$ cat config.mk
export PLATFORM = sky130hd
export DESIGN_NAME = pmp_poller
export DESIGN_NICKNAME = d
export VERILOG_FILES = /design/src/hdl/pmp_pkg.sv /design/src/hdl/pmp_clk_div.sv /design/src/hdl/pmp_poller.sv
export SDC_FILE = /design/constraint.sdc
export NUM_CORES = 1
export LEC_CHECK = 0
export BUFFER_PORTS_ARGS = -buffer_cell sky130_fd_sc_hd__buf_2
export CAP_MARGIN = 20
export CORE_UTILIZATION = 52
export DETAILED_ROUTE_END_ITERATION = 16
export PLACE_DENSITY = 0.77
export SLEW_MARGIN = 30
export SYNTH_ARGS = -nofsm -noshare
export SYNTH_HDL_FRONTEND = slang
export SYNTH_SLANG_ARGS = --single-unit
$ cat constraint.sdc
create_clock -name clk -period 2 [get_ports clk]
set_input_delay 0.4 -clock clk [delete_from_list [all_inputs] [get_ports clk]]
set_output_delay 0.4 -clock clk [all_outputs]
set_load 0.01 [all_outputs]
$ cat src/hdl/pmp_pkg.sv
// Package: constants and carrier types of the PHY management poller
package pmp_pkg;

    // ==========================================================
    // Clocking
    localparam int PMP_CLK_HZ = 50_000_000;
    localparam int PMP_MDC_MAX_HZ = 2_500_000;
    localparam int PMP_MDC_TYP_HZ = 1_000_000;
    localparam int PMP_DIV_W = 16;
    // Half period is divider+1 cycles; least divider keeping the bus at or under its ceiling
    localparam int PMP_DIV_FOR_MAX = (PMP_CLK_HZ + 2 * PMP_MDC_MAX_HZ - 1) / (2 * PMP_MDC_MAX_HZ) - 1;
    localparam int PMP_DIV_FOR_TYP = (PMP_CLK_HZ + 2 * PMP_MDC_TYP_HZ - 1) / (2 * PMP_MDC_TYP_HZ) - 1;

    // ==========================================================
    // Frame layout
    localparam logic [1:0] PMP_START = 2'h1;
    localparam logic [1:0] PMP_OP_READ = 2'h2;
    localparam logic [1:0] PMP_OP_WRITE = 2'h1;
    localparam logic [1:0] PMP_TA_WRITE = 2'h2;
    localparam logic [5:0] PMP_POS_FRAME = 6'h20;
    localparam logic [5:0] PMP_POS_TA = 6'h2E;
    localparam logic [5:0] PMP_POS_ACK = 6'h2F;
    localparam logic [5:0] PMP_POS_DATA = 6'h30;
    localparam logic [5:0] PMP_POS_LAST = 6'h3F;
    localparam logic [4:0] PMP_STATUS_REG = 5'h01;
    localparam int PMP_LINK_BIT = 2;
    localparam int PMP_PHYS = 32;

    // ==========================================================
    // Types
    typedef enum logic [1:0] {
        PMP_IDLE,
        PMP_FRAME,
        PMP_FINISH
    } pmp_frame_e;

    typedef struct packed {
        logic go;
        logic write;
        logic [4:0] regAddr;
        logic [4:0] phyAddr;
        logic [15:0] data;
    } pmp_cmd_s;

    typedef struct packed {
        logic go;
        logic write;
        logic ack;
        logic [4:0] regAddr;
        logic [4:0] phyAddr;
        logic [15:0] data;
    } pmp_slot_s;

endpackage

$ cat src/hdl/pmp_clk_div.sv
// Module: management clock divider producing rise and fall tick pulses
`timescale 1ns/100ps
module pmp_clk_div #(
    parameter int DIV_W = 16
) (
    input wire logic clk,
    input wire logic rst,
    input wire logic enable,
    input wire logic [DIV_W-1:0] divider,
    output logic tickRise,
    output logic tickFall
);
    import pmp_pkg::*;

    typedef struct packed {
        logic [DIV_W-1:0] cnt;
        logic phase;
        logic rise;
        logic fall;
    } pmp_div_s;

    pmp_div_s s;
    pmp_div_s next_s;

    // ==========================================================
    // Divide the clock: a tick every divider+1 cycles, alternating rise and fall
    always_comb begin
        next_s = s;
        next_s.rise = 1'b0;
        next_s.fall = 1'b0;
        if (!enable) begin
            next_s.cnt = '0;
            next_s.phase = 1'b0;
        end else if (s.cnt == divider) begin
            next_s.cnt = '0;
            next_s.phase = ~s.phase;
            next_s.rise = ~s.phase;
            next_s.fall = s.phase;
        end else begin
            next_s.cnt = s.cnt + 1'b1;
        end
    end

    always_ff @(posedge clk) begin
        if (rst) begin
            s <= '0;
        end else begin
            s <= next_s;
        end
    end

    assign tickRise = s.rise;
    assign tickFall = s.fall;

endmodule

$ cat src/hdl/pmp_poller.sv
// Module: PHY management poller, serial management master with autopolling
// Behaviour
// - Enabled: poll all addresses' status register forever
// - Answering address sets its presence bit
// - Link bit needs answer and link up
// - User reads also update presence bit
// - Bus clock is peripheral clock divided
// - Idle until enable is set
// - Preamble sent unless option cleared
// - Monitored address link changes stored as event
// - Raw change bit; masked only if enabled
// - Go bit starts slot's read or write
// - Finish clears go, sets slot's done bit
// - Masked done bit follows set/clear mask
// - Two pending slots served round robin, interleaved
// - Write in one access; go low means done
// - Per-slot acknowledge readable
// - Read data and ack stored when go clears
`timescale 1ns/100ps
module pmp_poller #(
    parameter int DIV_W = pmp_pkg::PMP_DIV_W
) (
    input wire logic clk,
    input wire logic rst,
    input wire logic enable,
    input wire logic preambleEn,
    input wire logic [DIV_W-1:0] mgmtClockDivider,
    input wire logic [1:0] accessReqStb,
    input wire pmp_pkg::pmp_cmd_s accessReq,
    input wire logic [1:0] accessDoneMaskSet,
    input wire logic [1:0] accessDoneMaskClear,
    input wire logic [1:0] accessDoneRawClear,
    input wire logic [4:0] monitoredPhyAddress,
    input wire logic carrierChangeIrqEn,
    input wire logic carrierChangeClear,
    input wire logic mdioIn,
    output logic mgmtSerialClockPin,
    output logic mdioOut,
    output logic mdioOe,
    output pmp_pkg::pmp_slot_s [1:0] accessSlot,
    output logic [31:0] aliveMap,
    output logic [31:0] linkMap,
    output logic [1:0] accessDoneRaw,
    output logic [1:0] accessDoneMasked,
    output logic [1:0] accessDoneMask,
    output logic carrierChangeRaw,
    output logic carrierChangeMasked,
    output logic busy
);
    import pmp_pkg::*;

    typedef struct packed {
        pmp_frame_e frm;
        logic mdc;
        logic dout;
        logic oe;
        logic [5:0] pos;
        logic [31:0] word;
        logic isRead;
        logic [1:0] owner;
        logic lastUser;
        logic rr;
        logic [4:0] pollAddr;
        logic ack;
        logic [15:0] rx;
        pmp_slot_s [1:0] slot;
        logic [31:0] alive;
        logic [31:0] link;
        logic [1:0] doneRaw;
        logic [1:0] doneMask;
        logic [1:0] doneMasked;
        logic linkRaw;
        logic linkMasked;
        logic busy;
    } pmp_state_s;

    pmp_state_s s;
    pmp_state_s next_s;
    logic tickRise;
    logic tickFall;

    // ==========================================================
    // Bus clock ticks
    pmp_clk_div #(.DIV_W(DIV_W)) uDiv (
        .clk(clk),
        .rst(rst),
        .enable(enable),
        .divider(mgmtClockDivider),
        .tickRise(tickRise),
        .tickFall(tickFall)
    );

    // Level put on the line at a bit position
    function automatic logic bitAt(input logic [31:0] word, input logic [5:0] pos);
        logic [5:0] idx;
        idx = 6'h3F - pos;
        bitAt = (pos < PMP_POS_FRAME) ? 1'b1 : word[idx[4:0]];
    endfunction

    // Whether the line is driven at a bit position
    function automatic logic driveAt(input logic isRead, input logic [5:0] pos);
        driveAt = !isRead || (pos < PMP_POS_TA);
    endfunction

    // ==========================================================
    // Next state
    always_comb begin
        logic pick;
        logic [4:0] addr;
        logic newLink;
        pick = 1'b0;
        addr = s.pollAddr;
        newLink = 1'b0;
        next_s = s;
        // Software side of the slots and event flags
        for (int i = 0; i < 2; i++) begin
            if (accessReqStb[i] && !s.slot[i].go) begin
                next_s.slot[i].go = accessReq.go;
                next_s.slot[i].write = accessReq.write;
                next_s.slot[i].regAddr = accessReq.regAddr;
                next_s.slot[i].phyAddr = accessReq.phyAddr;
                next_s.slot[i].data = accessReq.data;
                next_s.slot[i].ack = 1'b0;
            end
            next_s.doneMask[i] = (s.doneMask[i] & ~accessDoneMaskClear[i]) | accessDoneMaskSet[i];
            next_s.doneRaw[i] = s.doneRaw[i] & ~accessDoneRawClear[i];
        end
        next_s.linkRaw = s.linkRaw & ~carrierChangeClear;
        if (tickRise) begin
            next_s.mdc = 1'b1;
        end else if (tickFall) begin
            next_s.mdc = 1'b0;
        end
        case (s.frm)
            PMP_IDLE: begin
                next_s.oe = 1'b0;
                if (enable && tickFall) begin
                    if (!s.lastUser && (s.slot[0].go || s.slot[1].go)) begin
                        pick = s.slot[s.rr].go ? s.rr : ~s.rr;
                        next_s.owner = pick ? 2'h2 : 2'h1;
                        next_s.lastUser = 1'b1;
                        next_s.rr = ~pick;
                        next_s.isRead = !s.slot[pick].write;
                        next_s.word = {PMP_START, s.slot[pick].write ? PMP_OP_WRITE : PMP_OP_READ,
                            s.slot[pick].phyAddr, s.slot[pick].regAddr, PMP_TA_WRITE, s.slot[pick].data};
                    end else begin
                        next_s.owner = 2'h0;
                        next_s.lastUser = 1'b0;
                        next_s.isRead = 1'b1;
                        next_s.word = {PMP_START, PMP_OP_READ, s.pollAddr, PMP_STATUS_REG, PMP_TA_WRITE,
                            16'h0000};
                    end
                    next_s.pos = preambleEn ? 6'h00 : PMP_POS_FRAME;
                    next_s.ack = 1'b0;
                    next_s.dout = bitAt(next_s.word, next_s.pos);
                    next_s.oe = driveAt(next_s.isRead, next_s.pos);
                    next_s.frm = PMP_FRAME;
                end
            end
            PMP_FRAME: begin
                if (tickRise && s.isRead) begin
                    if (s.pos == PMP_POS_ACK) begin
                        next_s.ack = ~mdioIn;
                    end
                    if (s.pos >= PMP_POS_DATA) begin
                        next_s.rx = {s.rx[14:0], mdioIn};
                    end
                end
                if (tickFall) begin
                    if (s.pos == PMP_POS_LAST) begin
                        next_s.oe = 1'b0;
                        next_s.frm = PMP_FINISH;
                    end else begin
                        next_s.pos = s.pos + 6'h01;
                        next_s.dout = bitAt(s.word, next_s.pos);
                        next_s.oe = driveAt(s.isRead, next_s.pos);
                    end
                end
            end
            PMP_FINISH: begin
                next_s.frm = PMP_IDLE;
                if (s.owner == 2'h0) begin
                    addr = s.pollAddr;
                    newLink = s.ack && s.rx[PMP_LINK_BIT];
                    next_s.alive[addr] = s.ack;
                    next_s.link[addr] = newLink;
                    if (addr == monitoredPhyAddress && newLink != s.link[addr]) begin
                        next_s.linkRaw = 1'b1;
                    end
                    next_s.pollAddr = s.pollAddr + 5'h01;
                end else begin
                    pick = (s.owner == 2'h2);
                    next_s.slot[pick].go = 1'b0;
                    next_s.doneRaw[pick] = 1'b1;
                    if (s.isRead) begin
                        next_s.alive[s.slot[pick].phyAddr] = s.ack;
                        next_s.slot[pick].data = s.rx;
                        next_s.slot[pick].ack = s.ack;
                    end
                end
            end
            default: begin
                next_s.frm = PMP_IDLE;
            end
        endcase
        if (!enable) begin
            next_s.frm = PMP_IDLE;
            next_s.oe = 1'b0;
            next_s.mdc = 1'b0;
        end
        next_s.doneMasked = next_s.doneRaw & next_s.doneMask;
        next_s.linkMasked = next_s.linkRaw & carrierChangeIrqEn;
        next_s.busy = (next_s.frm != PMP_IDLE);
    end

    always_ff @(posedge clk) begin
        if (rst) begin
            s <= '0;
        end else begin
            s <= next_s;
        end
    end

    // ==========================================================
    // Outputs
    assign mgmtSerialClockPin = s.mdc;
    assign mdioOut = s.dout;
    assign mdioOe = s.oe;
    assign accessSlot = s.slot;
    assign aliveMap = s.alive;
    assign linkMap = s.link;
    assign accessDoneRaw = s.doneRaw;
    assign accessDoneMasked = s.doneMasked;
    assign accessDoneMask = s.doneMask;
    assign carrierChangeRaw = s.linkRaw;
    assign carrierChangeMasked = s.linkMasked;
    assign busy = s.busy;

endmodule

==> flow_summary.yaml <==
clock_tree:
  clock_latency_ns: 0.52
  clockBufferDepth: 3
  cts_made_buffers: 24
  cts_tree: "done"
  clkTransAtPathRegs_ns: 0.07
  clock-sinks: 216
  cts-root-buf: "clkbuf_16"
  cts_max_level: 1
routing:
  drt_pass1_iterations: 6
  drtIter0Drc: 1140
  wl_per_cell_um: 18.7
  post_drt_via_cell_ratio: 6.00
  ant_nets: 0
  vias: 11023
  drc: 0
  wirelength_um: 34300
pwr:
  cellPowerDensity_nw_per_um2: 704
  clkPwrFrac_pct: 46.2
  intPower_mw: 7.19
  leakagePower_nw: 5.42
  p_sw_mw: 2.30
  vdd_drop_max_mv: 0.504
  swShare_pct: 24.2
  combPwrFrac_pct: 6.9
  p_seq_share_pct: 46.9
critical_path:
  r2r_slack_ns: 0.07
  r2r_start: "s[191]$_SDFFE_PP0P_"
  cp-end-kind: "register"
  cp_data_required_time_ns: 2.45
  r2r_cells: 8
  r2r_end: "s[195]$_SDFFE_PP0P_"
  worst-setup-path-type: "register to register"
  crit_fanout: 8
  worstSetupStartpointType: "register"
  arrival_ns: 2.39
hold_path:
  hold_start: "accessDoneMaskSet[1]"
  hold_path.class: "primary input to register"
  hold_end: "accessDoneMask[1]$_SDFF_PP0_"
  whs_path_depth: 3
flow_run:
  cap_violations: 0
yosys:
  synthMuxAreaShare_pct: 6.40
  synthAdderAreaFrac_pct: 0.628
  synth-main-ff-cell: "dfxtp_1"
  ys_top_cells_by_area: "dfxtp_1 (36%), buf_4 (8.4%), nand2_1 (7.3%)"
  syn_area_per_cell_um2: 8.14
  syn-cell-area_um2: 12000
  synth_top_family_by_area: "simple AND/OR/NAND/NOR gates"
  synth_edf_count: 0
  synthArstFlopShare_pct: 0
  synth_top_area_share_pct: 36.2
  ys_ff_latch: 216
  yosys_warnings: 0
  synth_compound_area_share_pct: 19.2
  syn-num-nets: 1538
  ys_seq_area_share_pct: 36.2
  synth-simple-area-share_pct: 20.9
  ys_types: 67
  syn_inst: 1468
  yosysTopAreaCell: "dfxtp_1"
  synthXorXnorAreaFrac_pct: 3.22
floorplan:
  die_area_um2: 23600
  core_region_area_um2: 22600
  row_count: 55
  ios: 198
  die_h_um: 154
  start_util_pct: 53.0
  die_w_um: 154
final_layout:
  area_delta_synth_final_pct: 12.7
  drive_above_1_share_pct: 25.1
  stdcell_count: 1838
  layout_commonest_cell: "nand2_1"
  fill_cells: 1993
  final_cell_mix: "nand2_1 (232), dfxtp_1 (215), buf_2 (196), nor2_1 (167), a21oi_1 (91)"
  nets: 1604
  final_cell_area_um2: 13500
global_route:
  gr-total-overflow: 0
  grt_pass1_vias: 10196
  antenna_found_initial: 2
  grt_use_total_pct: 27.9
  grt_pass1_wl_um: 54000
  grt_max_degree: 58
sta:
  max_freq_mhz: 517
  min_period_ns: 1.93
  fin_crit_sh_pct: 96.6
  clock_skew_ns: 0.0180
  worst_slew_pin_slew_ns: 0.675
  maxSlewHeadroom_pct: 55.0
  maxSlewViolCount: 0
  fin_setup_tns_ns: 0
  finalSetupViolations: 0
  hold_viol: 0
placed_design:
  place_area_um2: 12600
  io_buffers: 197
  dpl.cell_count: 1790
  gp_congestion: 0.929
  hpwl_um: 23000
run_status:
  status: "complete, no violations"
## through the flow
step	setup slack (ns)	utilization, %	power, mW	hold slack [ns]
2_1_floorplan	0.0425	-	4.96	0.410
3_3_place_gp	0.0594	55.9	5.17	0.420
3_5_place_dp	-0.0336	55.9	5.18	0.425
4_1_cts	0.0488	59.4	9.53	0.108
5_1_grt	-0.00650	59.7	9.78	0.130
6_report	0.0672	59.7	9.49	0.121
## per-layer routing
metal	routed length (µm)	part of all wire [%]	track usage [%]	vias to the layer above
met5	0	0	0	-
met4	1120	3.3	10.8	0
met3	2870	8.3	4.88	92
met2	16500	48	47.5	550
met1	13800	40	35.0	5191
li1	-	-	-	5190
## critical path: stages, from the launching register on
cell and delay (ns):
dfxtp_1 0.36, ha_2 0.20, buf_4 0.16, nand3_1 0.10, nor2_1 0.17, a211o_1 0.28, buf_4 0.18, mux2_2 0.32
nor2_1 0.08
## synth_stat cells, drive strengths merged, types with 6 or more instances
cell,n
a21oi,91
a222oi,21
a22oi,9
a311oi,65
a31oi,12
and2,6
buf,179
clkbuf,74
dfxtp,216
ha,6
inv,23
mux2i,40
mux4,14
nand2,232
nand2b,9
nand3,13
nand4,9
nor2,168
nor2b,8
nor3,18
nor4,41
o21ai,73
o31a,32
xnor2,20
xor2,24
## how the worst max path moves through the flow
stage / end / startpoint / cells past startpoint
after floorplan: mdioOut$_SDFFE_PP0P_ / s[191]$_SDFFE_PP0P_ / 7
after global placement: register / s[155]$_SDFFE_PP0P_ / 5
after detailed placement: register / s[155]$_SDFFE_PP0P_ / 5
after CTS: mdioOut$_SDFFE_PP0P_ / s[190]$_SDFFE_PP0P_ / 7
after global routing: mdioOut$_SDFFE_PP0P_ / s[191]$_SDFFE_PP0P_ / 8
final: s[195]$_SDFFE_PP0P_ / s[191]$_SDFFE_PP0P_ / 8
## kinds of logic after synthesis
kind of cell / after synthesis
AND/OR/NAND/NOR: 542
AO/OA/AOI/OAI: 326
buffers and inverters: 276
flip-flops: 216
multiplexers: 58
XOR/XNOR: 44
adder cells (fa/ha/maj): 6
## power groups by stage
stage               Combinational, mW  Sequential [mW]  Clock [mW]
floorplan                       0.434             4.53           0
global placement                0.626             4.54           0
detailed placement              0.638             4.54           0
CTS                             0.643             4.45        4.44
global route                    0.700             4.46        4.62
finish                          0.651             4.45        4.38
## final cells by class
type	count	area [µm²]	area share, %
multi-input combinational	977	6080	45.1
sequential	216	4330	32.1
timing repair buffer	292	1840	13.7
clock buffer	36	707	5.25
tap	285	357	2.65
inverter	23	86.3	0.641
clock inverter	7	71.3	0.529
antenna	2	5.00	0.0371
## timing repair
action                     CTS  global route
gates resized for setup      3             6
setup endpoints to repair    7            13
setup buffers                0             2
pin swaps                    0             1
hold buffers                 0             0
gates cloned                 0             1
(Power assumes the default switching activity.)
